## src/core/iarb_defs.svh

```systemverilog
// offsets, field positions, reset values and timing figures of the input amp ramp / bypass register group
// assumes a 100 MHz core clock and 16-bit register addresses from the control port
`ifndef IARB_DEFS_SVH
`define IARB_DEFS_SVH

`define IARB_ADDR_W 16
`define IARB_OFS_RAMP_CTRL 16'h0027
`define IARB_OFS_EXTRA_GAIN 16'h0028
`define IARB_OFS_CLICK_CTRL 16'h0029
`define IARB_OFS_ROUTE_SEL 16'h002a
`define IARB_OFS_VOL_CH0 16'h002b
`define IARB_OFS_VOL_CH1 16'h002c

`define IARB_RST_RAMP_CTRL 8'h00
`define IARB_RST_EXTRA_GAIN 8'h00
`define IARB_RST_CLICK_CTRL 8'h3f
`define IARB_RST_ROUTE_SEL 8'h00
`define IARB_RST_VOL 8'h00

`define IARB_RAMP_SEL_HI 5
`define IARB_RAMP_SEL_LO 4
`define IARB_RAMP_OFF_HI 3
`define IARB_EXTRA_HI 3
`define IARB_OUT_GUARD_HI 5
`define IARB_OUT_GUARD_LO 4
`define IARB_IN_GUARD_HI 3
`define IARB_ROUTE_HI 1

`define IARB_CLK_NS 10.0
`define IARB_RAMP_MS_00 21.5
`define IARB_RAMP_MS_01 42.5
`define IARB_RAMP_MS_10 85.0
`define IARB_GAIN_STEPS 63
`define IARB_CODE_MAX 6'h3f

`endif

```

## src/core/iarb_pkg.sv

```systemverilog
// types shared by the input amp ramp / bypass register group
// constants live in iarb_defs.svh
package iarb_pkg;
	typedef enum logic [1:0] {
		IARB_RAMP_21 = 2'b00,
		IARB_RAMP_42 = 2'b01,
		IARB_RAMP_85 = 2'b10,
		IARB_RAMP_RSV = 2'b11
	} iarb_ramp_sel_t;

	typedef enum logic [1:0] {
		IARB_ROUTE_NONE = 2'b00,
		IARB_ROUTE_CH0 = 2'b01,
		IARB_ROUTE_CH1 = 2'b10,
		IARB_ROUTE_BOTH = 2'b11
	} iarb_route_t;

	typedef enum logic [0:0] {
		IARB_ST_IDLE = 1'b0,
		IARB_ST_RAMP = 1'b1
	} iarb_ramp_st_t;
endpackage

```

## src/core/iarb_amp_if.sv

```systemverilog
// per-amplifier bundle between the register group and one gain ramp unit
// single clock domain, no clocking
`timescale 1ns/1ps
interface iarb_amp_if;
	logic [5:0] target_code;
	logic silence;
	logic ramp_off;
	logic extra_gain;
	logic [21:0] step_cyc;
	logic [5:0] gain_code;
	logic silenced;
	logic boosted;
	logic ramping;

	modport regs (output target_code, silence, ramp_off, extra_gain, step_cyc,
		input gain_code, silenced, boosted, ramping);
	modport ramp (input target_code, silence, ramp_off, extra_gain, step_cyc,
		output gain_code, silenced, boosted, ramping);
endinterface

```

## src/core/iarb_top.sv

```systemverilog
// input amp ramp, extra gain, click guard and dsp bypass register group
// assumes the control port decoder on the same clock delivers one-cycle write/read strobes
// Operation
// - ramp_duration_sel picks a gain ramp of 21.5 ms (00), 42.5 ms (01) or 85 ms (10).
// - ramp_off bit n makes amplifier n jump straight to its gain, ignoring the duration.
// - extra_gain adds +10 dB over the base gain, giving -2 dB to +45.25 dB in all.
// - extra_gain bit n boosts amplifier n only; cleared, only the base code applies.
// - bits 5 and 4 disable click suppression on outputs 1 and 0 and reset to 1.
// - bits 3 to 0 disable click suppression on inputs 3 to 0, reset to 1, and 0 enables it.
// - bypass_route 00 no bypass, 01 channel 0, 10 channel 1, 11 both channels.
// - bypass_vol0 sets converter 0 volume during bypass and resets to zero.
// - bypass_vol1 sets converter 1 volume during bypass and resets to zero.
// - the six-bit base code spans -12 dB to +35.25 dB in 0.75 dB steps, 0 dB at 010000.
// - while an amplifier is silenced its base code is ignored; silence resets set.
`timescale 1ns/1ps
`include "iarb_defs.svh"
module iarb_top #(
	parameter int RAMP_CYC_00 = int'(`IARB_RAMP_MS_00 * 1.0e6 / `IARB_CLK_NS),
	parameter int RAMP_CYC_01 = int'(`IARB_RAMP_MS_01 * 1.0e6 / `IARB_CLK_NS),
	parameter int RAMP_CYC_10 = int'(`IARB_RAMP_MS_10 * 1.0e6 / `IARB_CLK_NS)
) (
	// clock and reset
	input wire logic core_clk_i,
	input wire logic rst_i,
	// control port register access
	input wire logic reg_wr_i,
	input wire logic reg_rd_i,
	input wire logic [`IARB_ADDR_W-1:0] reg_addr_i,
	input wire logic [7:0] reg_wdata_i,
	output logic [7:0] reg_rdata_o,
	output logic reg_rvalid_o,
	// base gain and silence from the amplifier control registers
	input wire logic [23:0] amp_gain_code_i,
	input wire logic [3:0] amp_silence_i,
	// amplifier drive
	output logic [23:0] amp_gain_o,
	output logic [3:0] amp_silence_o,
	output logic [3:0] amp_extra_gain_o,
	output logic [3:0] amp_ramping_o,
	// click suppression controls
	output logic [1:0] out_click_guard_off_o,
	output logic [3:0] in_click_guard_off_o,
	// bypass mixer
	output logic [1:0] bypass_en_o,
	output logic [7:0] bypass_vol0_o,
	output logic [7:0] bypass_vol1_o
);
	// per-step intervals: a full sweep of all codes takes the selected duration
	localparam logic [21:0] STEP_00 = 22'(RAMP_CYC_00 / `IARB_GAIN_STEPS);
	localparam logic [21:0] STEP_01 = 22'(RAMP_CYC_01 / `IARB_GAIN_STEPS);
	localparam logic [21:0] STEP_10 = 22'(RAMP_CYC_10 / `IARB_GAIN_STEPS);

	logic [5:0] ramp_ctrl_reg, ramp_ctrl_next;
	logic [3:0] extra_gain_reg, extra_gain_next;
	logic [5:0] click_ctrl_reg, click_ctrl_next;
	logic [1:0] route_reg, route_next;
	logic [7:0] vol0_reg, vol0_next;
	logic [7:0] vol1_reg, vol1_next;
	logic [7:0] rdata_reg, rdata_next;
	logic rvalid_reg, rvalid_next;
	logic [21:0] step_cyc;
	iarb_pkg::iarb_ramp_sel_t ramp_sel;

	// register writes; only defined bits are stored
	always_comb begin
		ramp_ctrl_next = ramp_ctrl_reg;
		extra_gain_next = extra_gain_reg;
		click_ctrl_next = click_ctrl_reg;
		route_next = route_reg;
		vol0_next = vol0_reg;
		vol1_next = vol1_reg;
		if (reg_wr_i) begin
			case (reg_addr_i)
				`IARB_OFS_RAMP_CTRL: ramp_ctrl_next = reg_wdata_i[`IARB_RAMP_SEL_HI:0];
				`IARB_OFS_EXTRA_GAIN: extra_gain_next = reg_wdata_i[`IARB_EXTRA_HI:0];
				`IARB_OFS_CLICK_CTRL: click_ctrl_next = reg_wdata_i[`IARB_OUT_GUARD_HI:0];
				`IARB_OFS_ROUTE_SEL: route_next = reg_wdata_i[`IARB_ROUTE_HI:0];
				`IARB_OFS_VOL_CH0: vol0_next = reg_wdata_i;
				`IARB_OFS_VOL_CH1: vol1_next = reg_wdata_i;
				default: begin
				end
			endcase
		end
	end

	// register reads, one cycle after the strobe; unmapped addresses read zero
	always_comb begin
		rdata_next = rdata_reg;
		rvalid_next = reg_rd_i;
		if (reg_rd_i) begin
			case (reg_addr_i)
				`IARB_OFS_RAMP_CTRL: rdata_next = {2'h0, ramp_ctrl_reg};
				`IARB_OFS_EXTRA_GAIN: rdata_next = {4'h0, extra_gain_reg};
				`IARB_OFS_CLICK_CTRL: rdata_next = {2'h0, click_ctrl_reg};
				`IARB_OFS_ROUTE_SEL: rdata_next = {6'h00, route_reg};
				`IARB_OFS_VOL_CH0: rdata_next = vol0_reg;
				`IARB_OFS_VOL_CH1: rdata_next = vol1_reg;
				default: rdata_next = 8'h00;
			endcase
		end
	end

	always_ff @(posedge core_clk_i or posedge rst_i) begin
		if (rst_i) begin
			ramp_ctrl_reg <= 6'(`IARB_RST_RAMP_CTRL);
			extra_gain_reg <= 4'(`IARB_RST_EXTRA_GAIN);
			click_ctrl_reg <= 6'(`IARB_RST_CLICK_CTRL);
			route_reg <= 2'(`IARB_RST_ROUTE_SEL);
			vol0_reg <= `IARB_RST_VOL;
			vol1_reg <= `IARB_RST_VOL;
			rdata_reg <= 8'h00;
			rvalid_reg <= 1'b0;
		end else begin
			ramp_ctrl_reg <= ramp_ctrl_next;
			extra_gain_reg <= extra_gain_next;
			click_ctrl_reg <= click_ctrl_next;
			route_reg <= route_next;
			vol0_reg <= vol0_next;
			vol1_reg <= vol1_next;
			rdata_reg <= rdata_next;
			rvalid_reg <= rvalid_next;
		end
	end

	// duration select to per-step interval; the unlisted code 11 takes the longest ramp
	assign ramp_sel = iarb_pkg::iarb_ramp_sel_t'(ramp_ctrl_reg[`IARB_RAMP_SEL_HI:`IARB_RAMP_SEL_LO]);
	always_comb begin
		case (ramp_sel)
			iarb_pkg::IARB_RAMP_21: step_cyc = STEP_00;
			iarb_pkg::IARB_RAMP_42: step_cyc = STEP_01;
			iarb_pkg::IARB_RAMP_85: step_cyc = STEP_10;
			default: step_cyc = STEP_10;
		endcase
	end

	iarb_amp_if amp_if [4] ();

	genvar n;
	generate
		for (n = 0; n < 4; n++) begin : g_amp
			assign amp_if[n].target_code = amp_gain_code_i[6*n +: 6];
			assign amp_if[n].silence = amp_silence_i[n];
			assign amp_if[n].ramp_off = ramp_ctrl_reg[n];
			assign amp_if[n].extra_gain = extra_gain_reg[n];
			assign amp_if[n].step_cyc = step_cyc;
			iarb_ramp u_ramp (
				.core_clk_i(core_clk_i),
				.rst_i(rst_i),
				.amp(amp_if[n])
			);
			assign amp_gain_o[6*n +: 6] = amp_if[n].gain_code;
			assign amp_silence_o[n] = amp_if[n].silenced;
			assign amp_extra_gain_o[n] = amp_if[n].boosted;
			assign amp_ramping_o[n] = amp_if[n].ramping;
		end
	endgenerate

	iarb_bypass u_bypass (
		.core_clk_i(core_clk_i),
		.rst_i(rst_i),
		.route_i(iarb_pkg::iarb_route_t'(route_reg)),
		.vol0_i(vol0_reg),
		.vol1_i(vol1_reg),
		.bypass_en_o(bypass_en_o),
		.bypass_vol0_o(bypass_vol0_o),
		.bypass_vol1_o(bypass_vol1_o)
	);

	assign out_click_guard_off_o = click_ctrl_reg[`IARB_OUT_GUARD_HI:`IARB_OUT_GUARD_LO];
	assign in_click_guard_off_o = click_ctrl_reg[`IARB_IN_GUARD_HI:0];
	assign reg_rdata_o = rdata_reg;
	assign reg_rvalid_o = rvalid_reg;
endmodule // iarb_top

```

## src/core/iarb_ramp.sv

```systemverilog
// gain ramp for one input amplifier: walks the applied code one step at a time toward the target
// assumes target and controls come from logic on the same clock
`timescale 1ns/1ps
`include "iarb_defs.svh"
module iarb_ramp (
	// clock and reset
	input wire logic core_clk_i,
	input wire logic rst_i,
	// control and result
	iarb_amp_if.ramp amp
);
	iarb_pkg::iarb_ramp_st_t st_reg, st_next;
	logic [5:0] code_reg, code_next;
	logic [21:0] cnt_reg, cnt_next;
	logic sil_reg, sil_next;
	logic boost_reg, boost_next;

	always_comb begin
		st_next = st_reg;
		code_next = code_reg;
		cnt_next = cnt_reg;
		sil_next = amp.silence;
		boost_next = amp.extra_gain;
		if (amp.silence) begin
			// muted: the base code is not applied, hold where we are
			st_next = iarb_pkg::IARB_ST_IDLE;
			cnt_next = '0;
		end else if (amp.ramp_off) begin
			code_next = amp.target_code;
			st_next = iarb_pkg::IARB_ST_IDLE;
			cnt_next = '0;
		end else begin
			case (st_reg)
				iarb_pkg::IARB_ST_IDLE: begin
					if (code_reg != amp.target_code) begin
						st_next = iarb_pkg::IARB_ST_RAMP;
						cnt_next = '0;
					end
				end
				iarb_pkg::IARB_ST_RAMP: begin
					if (code_reg == amp.target_code) begin
						st_next = iarb_pkg::IARB_ST_IDLE;
					end else if (cnt_reg + 22'h000001 >= amp.step_cyc) begin
						cnt_next = '0;
						code_next = (code_reg < amp.target_code) ? code_reg + 6'h01 : code_reg - 6'h01;
					end else begin
						cnt_next = cnt_reg + 22'h000001;
					end
				end
				default: begin
					st_next = iarb_pkg::IARB_ST_IDLE;
				end
			endcase
		end
	end

	always_ff @(posedge core_clk_i or posedge rst_i) begin
		if (rst_i) begin
			st_reg <= iarb_pkg::IARB_ST_IDLE;
			code_reg <= 6'h00;
			cnt_reg <= 22'h000000;
			sil_reg <= 1'b1;
			boost_reg <= 1'b0;
		end else begin
			st_reg <= st_next;
			code_reg <= code_next;
			cnt_reg <= cnt_next;
			sil_reg <= sil_next;
			boost_reg <= boost_next;
		end
	end

	assign amp.gain_code = code_reg;
	assign amp.silenced = sil_reg;
	assign amp.boosted = boost_reg;
	assign amp.ramping = (st_reg == iarb_pkg::IARB_ST_RAMP);
endmodule // iarb_ramp

```

## src/core/iarb_bypass.sv

```systemverilog
// dsp bypass route decode and bypass volume outputs for the two output converters
// assumes route and volumes come from registers on the same clock
`timescale 1ns/1ps
module iarb_bypass (
	// clock and reset
	input wire logic core_clk_i,
	input wire logic rst_i,
	// settings
	input wire iarb_pkg::iarb_route_t route_i,
	input wire logic [7:0] vol0_i,
	input wire logic [7:0] vol1_i,
	// to the output mixer
	output logic [1:0] bypass_en_o,
	output logic [7:0] bypass_vol0_o,
	output logic [7:0] bypass_vol1_o
);
	logic [1:0] en_reg, en_next;
	logic [7:0] vol0_reg, vol0_next;
	logic [7:0] vol1_reg, vol1_next;

	always_comb begin
		case (route_i)
			iarb_pkg::IARB_ROUTE_NONE: en_next = 2'h0;
			iarb_pkg::IARB_ROUTE_CH0: en_next = 2'h1;
			iarb_pkg::IARB_ROUTE_CH1: en_next = 2'h2;
			iarb_pkg::IARB_ROUTE_BOTH: en_next = 2'h3;
			default: en_next = 2'h0;
		endcase
		vol0_next = vol0_i;
		vol1_next = vol1_i;
	end

	always_ff @(posedge core_clk_i or posedge rst_i) begin
		if (rst_i) begin
			en_reg <= 2'h0;
			vol0_reg <= 8'h00;
			vol1_reg <= 8'h00;
		end else begin
			en_reg <= en_next;
			vol0_reg <= vol0_next;
			vol1_reg <= vol1_next;
		end
	end

	assign bypass_en_o = en_reg;
	assign bypass_vol0_o = vol0_reg;
	assign bypass_vol1_o = vol1_reg;
endmodule // iarb_bypass

```

## config.mk

```make
export PLATFORM = sky130hd
export DESIGN_NAME = iarb_top
export DESIGN_NICKNAME = d
export VERILOG_FILES = /design/src/core/iarb_pkg.sv /design/src/core/iarb_amp_if.sv /design/src/core/iarb_top.sv /design/src/core/iarb_ramp.sv /design/src/core/iarb_bypass.sv
export VERILOG_INCLUDE_DIRS = /design/src /design/src/core
export SDC_FILE = /design/constraint.sdc
export NUM_CORES = 1
export LEC_CHECK = 0
export BUFFER_PORTS_ARGS = -buffer_cell sky130_fd_sc_hd__clkbuf_2
export CAP_MARGIN = 20
export CORE_UTILIZATION = 30
export DETAILED_ROUTE_END_ITERATION = 8
export PLACE_DENSITY = 0.55
export SLEW_MARGIN = 20
export SYNTH_ARGS = -nofsm -noshare
export SYNTH_HDL_FRONTEND = slang
export SYNTH_SLANG_ARGS = --single-unit
```

## constraint.sdc

```tcl
create_clock -name core_clk_i -period 7.52 [get_ports core_clk_i]
set_input_delay 1.504 -clock core_clk_i [delete_from_list [all_inputs] [get_ports core_clk_i]]
set_output_delay 1.504 -clock core_clk_i [all_outputs]
set_load 0.01 [all_outputs]
```

; ---- After elaboration in Yosys (flattened, before gate mapping)
; Index checks and enable logic that the tools add are counted.
[classes]
n_addsub = 12
magnitude_cmp = 8
n_eq_ne = 30
muxes = 67
bitwise_logic = 8
reduce_logical = 24
[op_table]
columns = cell, count
row1 = 22-bit two-way mux, 20
row2 = 22-bit one-hot mux with 2 select lines, 4
row3 = 6-bit two-way mux, 20
row4 = "16-bit by 6-bit == test with 1-bit output, second input constant", 6
row5 = "22-bit by 1-bit adder with 22-bit output, second input constant", 4
row6 = 22-bit by 18-bit greater-or-equal comparator with 1-bit output, 4
row7 = 8-bit one-hot mux with 6 select lines, 1
row8 = 18-bit one-hot mux with 2 select lines, 1
row9 = "6-bit by 1-bit adder with 6-bit output, second input constant", 4
row10 = 6-bit == test, 4
row11 = 6-bit less-than comparator, 4
row12 = 6-bit != test, 4
row13 = "6-bit by 1-bit subtractor with 6-bit output, second input constant", 4
row14 = 2-bit AND reduction, 10
row15 = 1-bit two-way mux, 16
row16 = "4-bit by 3-bit != test with 1-bit output, second input constant", 4
row17 = "4-bit != test, second input constant", 4
row18 = 4-bit AND reduction, 4
row19 = 2-bit nonzero test, 8
row20 = "2-bit != test, second input constant", 4
row21 = 1-bit NOT, 8
row22 = 1-bit one-hot mux with 2 select lines, 4
row23 = 2-bit one-hot mux with 4 select lines, 1
row24 = "2-bit by 1-bit == test with 1-bit output, second input constant", 2
row25 = other kinds (2), 4
[totals]
regBits = 185
in_bits = 56
output_inout_bits = 69

; ---- Logic depth before layout (Yosys ltp)
; Gate-level depths: netlist (run 1).
[depth]
ltp_word = 8
depth_mapped = 16

; ---- Cells and area by module
; Synthesis (run 1) repeated with hierarchy kept, for this count alone.
[unflattened]
cells_unflattened = 1415
area_unflattened_um2 = 13331.5
[by_module_without_submodules]
columns = mod, n_inst, cells_per_inst, area_per_inst_um2, seq_area_each_um2
row1 = iarb_ramp at g_amp[0].u_ramp ..., 3, 314, 2726.4, 777.0
row2 = iarb_ramp at g_amp[1].u_ramp, 1, 287, 2556.2, 777.0
row3 = iarb_top, 1, 165, 2134.5, 1083.5
row4 = iarb_bypass, 1, 21, 461.7, 450.4

; ---- Least setup slack after synthesis (run 1)
; No wires, ideal clock.
[synth_timing]
path_type = input port to flip-flop
start = in amp_gain_code_i[15]
end = reg g_amp[2].u_ramp.code_reg[5]
setup_ps = 131
arrival_time_ps = 4180
slack_ps = 3208
path_stages = 13
path_buffers = 0
cell_sequence = inv_1 -> ha_1 -> a21o_1 -> a21o_1 -> a211o_1 -> ha_1 -> a21o_1 -> a21oi_1 -> o21bai_1 -> a21oi_1 -> xor2_1 -> o311a_1 -> or3_1
[synth_via]
elab_chain_cells = 6
elab_cells_between_ends = 9
cone_classes = order compare: 1 / eq/ne: 2 / mux: 5 / reduce/logical: 1
[synth_lines]
columns = item, line
row1 = from (decl), iarb_top.sv:33  ; input wire logic [23:0] amp_gain_code_i,
row2 = 6-bit less-than comparator, iarb_ramp.sv:45  ; code_next = (code_reg < amp.target_code) ? code_reg + 6'h01 : code_reg - 6'h01;
row3 = 6-bit two-way mux, iarb_ramp.sv:45
row4 = 6-bit two-way mux, iarb_ramp.sv:43  ; end else if (cnt_reg + 22'h000001 >= amp.step_cyc) begin
row5 = 6-bit two-way mux, iarb_ramp.sv:41  ; if (code_reg == amp.target_code) begin
row6 = 6-bit two-way mux, iarb_ramp.sv:33  ; case (st_reg)
row7 = 6-bit two-way mux, iarb_ramp.sv:28  ; end else if (amp.ramp_off) begin
row8 = to (signal assigned), iarb_ramp.sv:66  ; code_reg <= code_next;
row9 = to (decl), iarb_ramp.sv:13  ; logic [5:0] code_reg, code_next;
; Several ways; a longest one is shown, not always the timed one. The select of a mux whose other input is x is not followed.
; A chain may end at the register's enable or synchronous reset.

; ---- Final worst setup path (run 1)
[layout_timing]
start = reg g_amp[0].u_ramp.cnt_reg[0]
end = reg g_amp[0].u_ramp.cnt_reg[16]
[layout_via]
elab_chain_cells = 7
[layout_lines]
columns = item, line
row1 = from (decl), iarb_ramp.sv:14  ; logic [21:0] cnt_reg, cnt_next;
row2 = from (signal assigned), iarb_ramp.sv:67  ; cnt_reg <= cnt_next;
row3 = 22-bit by 1-bit adder with 22-bit output (*), "iarb_ramp.sv:43, iarb_ramp.sv:47"
row4 = 22-bit by 18-bit greater-or-equal comparator with 1-bit output, iarb_ramp.sv:43
row5 = 22-bit two-way mux (*), iarb_ramp.sv:43
row6 = 22-bit two-way mux (*), iarb_ramp.sv:41
row7 = 22-bit one-hot mux with 2 select lines (*), iarb_ramp.sv:33
row8 = 22-bit two-way mux (*), iarb_ramp.sv:28
row9 = 22-bit two-way mux (*), iarb_ramp.sv:24  ; if (amp.silence) begin
; Mark *: on every way between the ends. The rest lies on a longest branch, timed or not. The select of a mux whose other input is x is not followed.

==> results by group, run 1 <==
Yosys
  • Synth Net Count: between 1000 and 1500
  • Seq/Total Area, Yosys: 39.4%
  • Number of enable flip-flop cells after synthesis: 0
  • Share of Yosys cell area claimed by the top area cell type: between 30% and 40%
  • Post-synth top flop: dfrtp_1
  • Yosys warning count: 0
  • Main area contributors after synthesis: dfrtp_1 37%, ha_1 9.4%, mux2_2 4.6%
  • Post-synthesis mux area share: roughly 5.6%
  • Xor-xnor portion of the synthesized cell area: under 10%
  • Main combinational cell family by area after synthesis: simple AND/OR/NAND/NOR gates
  • Post-Synth Adder-Cell Area: 10.0%
  • Distinct cells, synth: 85
  • Post-synth ARST share: 100%
  • Synth area leader: dfrtp_1
  • Post-Syn Area: around 12000 um2
  • Avg Cell Area, Syn: 9.85 um2
  • Syn Inst Count: approximately 1200
  • Number of synthesized register bits: ~190
  • Post-Synth Simple-Gate Area: between 10% and 20%
  • Complex-gate fraction of the synthesized area: roughly 17%

CTS
  • Clk sinks: between 150 and 200
  • Clk buf depth: 2
  • CTS tree: done
  • Clk_lat worst skew: approximately 0.44 ns
  • Clock slew at reported path FFs: 0.07 ns
  • # resized after CTS: 0
  • CTS root buffer: clkbuf_16
  • CTS hold repair buffers: 0
  • TritonCTS Buffers: 17
  • H-tree depth: 4
  • Post-CTS Setup Bufs: 0

Cells and area
  • Layout cells sized above 1: between 10% and 20%
  • Area grow syn2layout: 13.7%
  • Max FFs per register: between 80 and 90
  • Final net count: 1428
  • Combined area of the multi-input logic cells: roughly 6600 um2
  • Final core occ: around 35%
  • Most frequent cells in the layout: 175 x dfrtp_1, 124 x clkbuf_2, 88 x ha_1, 77 x nand2_1, 63 x inv_1
  • FF+latch area: between 4000 and 5000 um2
  • Antenna cells: 0
  • Fill cells: between 3000 and 4000
  • Design Area, Final: between 10000 and 15000 um2
  • Commonest non-fill, non-tap cell in the layout: dfrtp_1

Drt
  • DR WL/cell: between 15 and 20 um
  • Antenna Violating Nets Remaining: 0
  • Wirelength, routed: about 29000 um
  • Vias per Instance: 5.16
  • Met2 routed WL: ~14000 um
  • Iteration-0 DRC count of the detailed router: 492
  • Vias: 9344
  • DR top layer: met4
  • Met1 WL: 13900 um
  • Routed wl met3: 870 um
  • Drt drc: 0
  • DRT Pass-1 Iters: 5

Critical path
  • Setup crit start kind: flop
  • FF-to-FF path depth: 14
  • Critical Path RT: roughly 8 ns
  • Worst-path maximum fanout: 15
  • Worst reg2reg path startpoint: g_amp[0].u_ramp.cnt_reg[0]
  • Worst setup EP type: flop
  • R2R setup slack: 3.22 ns
  • Critical path arrival: ~4.7 ns
  • Worst R2R End: g_amp[0].u_ramp.cnt_reg[16]
  • Setup Crit Path Kind: reg2reg

Power
  • Max IR drop VDD: 129 uV
  • PwrDens: about 160 nW/um2
  • Final Power: 2.08 mW
  • Static Leak: 6.48 nW

STA
  • RSZ-0062 raised after global routing: false
  • Fin Hold WS: 0.391 ns
  • Final setup vio count: 0
  • Min Tclk post-route: roughly 4.3 ns
  • Slew headroom: a little under two fifths
  • Final number of hold-violating endpoints: 0
  • Clock Skew: ~0.010 ns
  • Fin Setup TNS: 0 ns
  • Count of pins over their slew limit: 0
  • Tightest Pin Transition: about 0.94 ns
  • Final cycle utilization of the critical path: between 50% and 60%
  • Fmax: 0.233 GHz

Hold path
  • Min-delay worst type: reg2reg
  • Hold Path End: g_amp[2].u_ramp.amp.boosted
  • Cells on Worst Hold Path: 0
  • Hold_sp: extra_gain_reg[2]

Floorplan
  • Area of the core: just under 40000 um2
  • Starting Density: 30.5%
  • Die W: about 200 um
  • DIE AREA: 40000 um2
  • IO Pins: roughly 130
  • Row cnt: 72
  • Die height: between 200 and 250 um

Place
  • DP HPWL: between 20000 and 25000 um
  • Input/output buffers: 124
  • RePlAce Congestion: 0.819
  • Placed Area: ~13000 um2

GRT
  • Grt total ovfl: 0
  • Vias in the first global route: roughly 9000
  • Initial antenna violation count: 0
  • Largest net degree at the start of global routing: 120
  • Global-route wire length before repair: 47500 um
  • GRT Total Usage: between 10% and 20%

Status
  • Outcome: complete, no violations

Flow run
  • Max Cap Violations: 0
metrics by stage:
| step | std cells | worst slack (ns) |
|---|---|---|
| 5_1_grt | 1811 | 2.74 |
| 3_5_place_dp | 1779 | 2.91 |
| 4_1_cts | 1811 | 3.26 |
| 2_1_floorplan | 1195 | 1.00 |
| 6_report | 1811 | 3.22 |
| 3_3_place_gp | 1779 | 2.99 |
kinds of logic (layout without fill, tap and decap cells):
logic type	count (synthesis)	in the layout
buf+inv	126	224
compound gates	278	278
simple gates	393	393
mux	60	60
fa+ha+maj	92	92
flops	185	185
xor+xnor	61	61
how the worst max path moves through the flow:
stage | cells past startpoint | to | start | slack, ns
2_1_floorplan | 1 | extra_gain_reg[0] | rst_i | 1.00
3_3_place_gp | 14 | g_amp[2].u_ramp.amp.gain_code[5] | amp_gain_code_i[15] | 2.99
3_5_place_dp | 14 | g_amp[2].u_ramp.amp.gain_code[5] | amp_gain_code_i[15] | 2.91
4_1_cts | 14 | g_amp[0].u_ramp.amp.gain_code[3] | g_amp[0].u_ramp.cnt_reg[0] | 3.26
5_1_grt | 14 | g_amp[0].u_ramp.cnt_reg[16] | g_amp[0].u_ramp.cnt_reg[0] | 2.74
6_report | 14 | g_amp[0].u_ramp.cnt_reg[16] | g_amp[0].u_ramp.cnt_reg[0] | 3.22
power by group:
part	switching [mW]	leakage (nW)	internal (mW)
Sequential	0.00853	2.49	1.00
Clock	0.430	0.292	0.505
Combinational	0.0853	3.70	0.0498
Total	0.524	6.48	1.56
critical path, cell delays in order (launching register included):
cell	delay, ns
dfrtp_1	0.51
ha_1	0.31
nand2_1	0.12
nor4_1	0.68
nand2_1	0.24
xnor2_1	0.24
ha_1	0.27
a21o_1	0.18
a21oi_1	0.26
o311a_1	0.21
a41oi_1	0.05
nor3_1	0.22
and3_1	0.61
a21oi_1	0.12
o21ai_0	0.18
layer usage:
layer	GRT usage [%]	vias to the layer above
met4	4.01	0
met3	2.26	18
met2	22.8	150
li1	-	4584
met1	20.4	4592
met5	0	-
cell usage after synthesis (all sizes together), types with 9 or more instances:
library cell / n
xor2: 17
xnor2: 44
nand4: 31
and2: 12
buf: 34
nand2: 77
mux2i: 12
a21o: 38
a22o: 38
nor4: 19
and3: 34
o21ai: 53
nor2: 56
o211ai: 9
dfrtp: 175
or3: 18
a21oi: 45
and4: 9
nor3b: 9
nor3: 35
ha: 88
nand3: 55
clkbuf: 28
mux2: 48
inv: 64
nor2b: 9
dfstp: 10
cell type report:
| cell class | instances | area share (%) |
|---|---|---|
| clock buffer | 17 | 3.18 |
| clock inverter | 15 | 1.34 |
| inverter | 64 | 1.85 |
| multi-input combinational | 884 | 49.2 |
| sequential | 185 | 34.7 |
| tap | 518 | 4.84 |
| timing repair buffer | 128 | 4.86 |
No activity file was read; power rests on OpenSTA's default activity.
==> run 2: changes to the inputs <==
==> constraint.sdc (replaced) <==
create_clock -name core_clk_i -period 4.03 [get_ports core_clk_i]
set_input_delay 0.806 -clock core_clk_i [delete_from_list [all_inputs] [get_ports core_clk_i]]
set_output_delay 0.806 -clock core_clk_i [all_outputs]
set_load 0.01 [all_outputs]
==> results by group, run 2 (synthesized netlist as in run 1, its figures left out) <==
Cells and area
  • Combined area of the multi-input logic cells: 6580 um2 (-0.11%)
  • Design Area, Final: 13600 um2 (+1.3%)
  • Final core occ: 35.1% (+0.45 points)
  • Commonest non-fill, non-tap cell in the layout: dfrtp_1
  • FF+latch area: 4640 um2 (unchanged)
  • Final net count: 1458 (+2.1%)
  • Max FFs per register: 88 (unchanged)
  • Final Non-Filler Cells: 1841 (+1.7%)
  • Area grow syn2layout: 15.2%
  • Layout cells sized above 1: 21.2% (+1.6 points)
  • Most frequent cells in the layout: 175 x dfrtp_1, 124 x clkbuf_2, 88 x ha_1, 77 x nand2_1, 63 x inv_1
  • Antenna cells: 0 (unchanged)
  • Fill cells: 3935 (+1.3%)

GRT
  • GRT Total Usage: 14.8% (+0.36 points)
  • Grt total ovfl: 0 (unchanged)
  • Vias in the first global route: 9146 (+1.3%)
  • Largest net degree at the start of global routing: 78 (-35%)
  • Global-route wire length before repair: 48600 um (+2.3%)
  • Initial antenna violation count: 0 (unchanged)

Power
  • Clk pwr share: 42.4% (-2.5 points)
  • Final Power: 3.73 mW (+79%)
  • Psw: 955 uW (+82%)
  • Max IR drop VDD: 311 uV (+140%)
  • Sw Ratio: 25.6% (+0.41 points)
  • Static Leak: 6.61 nW (+2.0%)
  • Comb pwr share: 7.1% (+0.6 points)
  • PwrDens: 275 nW/um2 (+77%)
  • Internal: 2.78 mW (+78%)
  • Sequential share of power: 50.5% (+1.9 points)

Flow run
  • Max Cap Violations: 0 (unchanged)

Floorplan
  • Die height: 200 um (unchanged)
  • IO Pins: 125 (unchanged)
  • DIE AREA: 40000 um2 (unchanged)
  • Die W: 200 um (unchanged)
  • Row cnt: 72 (unchanged)
  • Area of the core: 38600 um2 (unchanged)
  • Starting Density: 30.5% (unchanged)

CTS
  • Clk_lat worst skew: 0.44 ns (about the same)
  • TritonCTS Buffers: 17 (unchanged)
  • H-tree depth: 4 (unchanged)
  • CTS tree: done
  • CTS root buffer: clkbuf_16
  • Clk buf depth: 2 (unchanged)
  • Clk sinks: 185 (unchanged)
  • Clock slew at reported path FFs: 0.07 ns (about the same)
  • CTS hold repair buffers: 0 (unchanged)

Drt
  • DRT Pass-1 Iters: 5 (unchanged)
  • Drt drc: 0 (unchanged)
  • Wirelength, routed: 29500 um (+3.1%)
  • DR WL/cell: 16.0 um (+1.4%)
  • Iteration-0 DRC count of the detailed router: 601 (+22%)
  • Antenna Violating Nets Remaining: 0 (unchanged)
  • Vias per Instance: 5.15 (about the same)
  • Vias: 9490 (+1.6%)

STA
  • Min Tclk post-route: 3.79 ns (-0.507 ns)
  • Setup ws final: 0.237 ns (-2.98 ns)
  • Fin Setup TNS: 0 ns (unchanged)
  • Final setup vio count: 0 (unchanged)
  • Clock Skew: 0.0159 ns (+0.00554 ns)
  • Tightest Pin Transition: 0.872 ns (-0.0666 ns)
  • Count of pins over their slew limit: 0 (unchanged)
  • Fin Hold WS: 0.384 ns (-0.00629 ns)
  • RSZ-0062 raised after global routing: false
  • Fmax: 0.264 GHz (+13%)
  • Final number of hold-violating endpoints: 0 (unchanged)
  • Slew headroom: 41.7% (+4.4 points)
  • Final cycle utilization of the critical path: 94.1% (+37 points)

Place
  • Placed insts: 1807 (+1.6%)
  • Placed Area: 13000 um2 (+1.8%)
  • DP HPWL: 21700 um (+3.0%)
  • RePlAce Congestion: 0.796 (-2.8%)
  • DP Worst Slack: 0.136 ns (-2.77 ns)
  • Input/output buffers: 124 (unchanged)

Critical path
  • Crit path from: g_amp[0].u_ramp.cnt_reg[5]
  • Critical path arrival: 4.12 ns (-0.53 ns)
  • End of the critical path: g_amp[0].u_ramp.amp.gain_code[1]
  • Critical path cell sequence: nand4_4 > nor4_1 > nand2_1 > xnor2_1 > ha_1 > a21o_1 > a21oi_1 > o311a_1 > a41oi_1 > or3_1 > o21ai_2 > a21o_2 > mux2_2
  • Worst-path maximum fanout: 8 (-7)
  • R2R setup slack: 0.24 ns (-2.98 ns)
  • Worst setup EP type: flop
  • Slowest stage cell, crit path: nor4_1
  • Slowest cell delay on critical path: 0.56 ns (-0.12 ns)
  • Setup Crit Path Kind: reg2reg
  • Worst reg2reg path startpoint: g_amp[0].u_ramp.cnt_reg[5]
  • Setup crit start kind: flop
  • FF-to-FF path depth: 13 (-1)
  • Critical Path RT: 4.35 ns (-3.52 ns)
  • Worst R2R End: g_amp[0].u_ramp.amp.gain_code[1]

Hold path
  • Min-delay worst type: in2async

Status
  • Outcome: complete, no violations
==> run 2: power groups by stage <==
stage                     sequential, mW  combinational [mW]  clock (mW)
after global routing                1.89               0.305        1.72
final                               1.88               0.265        1.58
after detailed placement            1.92               0.269           0
after global placement              1.92               0.264           0
after floorplan                     1.92               0.171           0
after CTS                           1.88               0.271        1.64
==> run 2: cell type report <==
type                       count  area share, %
multi-input combinational    884           48.6
sequential                   185           34.2
timing repair buffer         158           6.64
tap                          518           4.78
clock buffer                  18           3.17
inverter                      64           1.80
clock inverter                14          0.821
==> run 2: how the worst min path moves through the flow <==
stage | slack [ns] | from | cells past startpoint | endpoint
after detailed placement | 0.38 | extra_gain_reg[0] | 0 | g_amp[0].u_ramp.amp.boosted
after floorplan | 0.37 | vol0_reg[2] | 0 | u_bypass.bypass_vol0_o[2]
after global routing | 0.40 | rst_i | 2 | reg_rdata_o[3]
final | 0.38 | rst_i | 2 | reg_rdata_o[3]
after CTS | 0.38 | rst_i | 2 | reg_rdata_o[3]
after global placement | 0.38 | vol0_reg[2] | 0 | u_bypass.bypass_vol0_o[2]
==> run 2: worst max-delay path: cells and delay by family, from the launching register on <==
kind,cells,cell delay (ns)
compound gates,6,1.01
xor+xnor,1,0.21
fa+ha+maj,1,0.27
flops,1,0.50
mux,1,0.35
simple gates,4,1.33
==> run 2: repair_timing <==
action,in CTS,in global routing
endpoints found under the setup margin,0,21
setup buffers,0,2
gates resized for setup,0,1
==> run 2: metal layers <==
layer,global-route usage (%),routed length [um],vias to the layer above,part of all wire [%]
li1,-,-,4640,-
met1,20.8,14200,4638,48
met2,23.7,13900,186,47
met3,2.29,1030,26,3.5
met4,3.82,347,0,1.2
met5,0,0,-,0
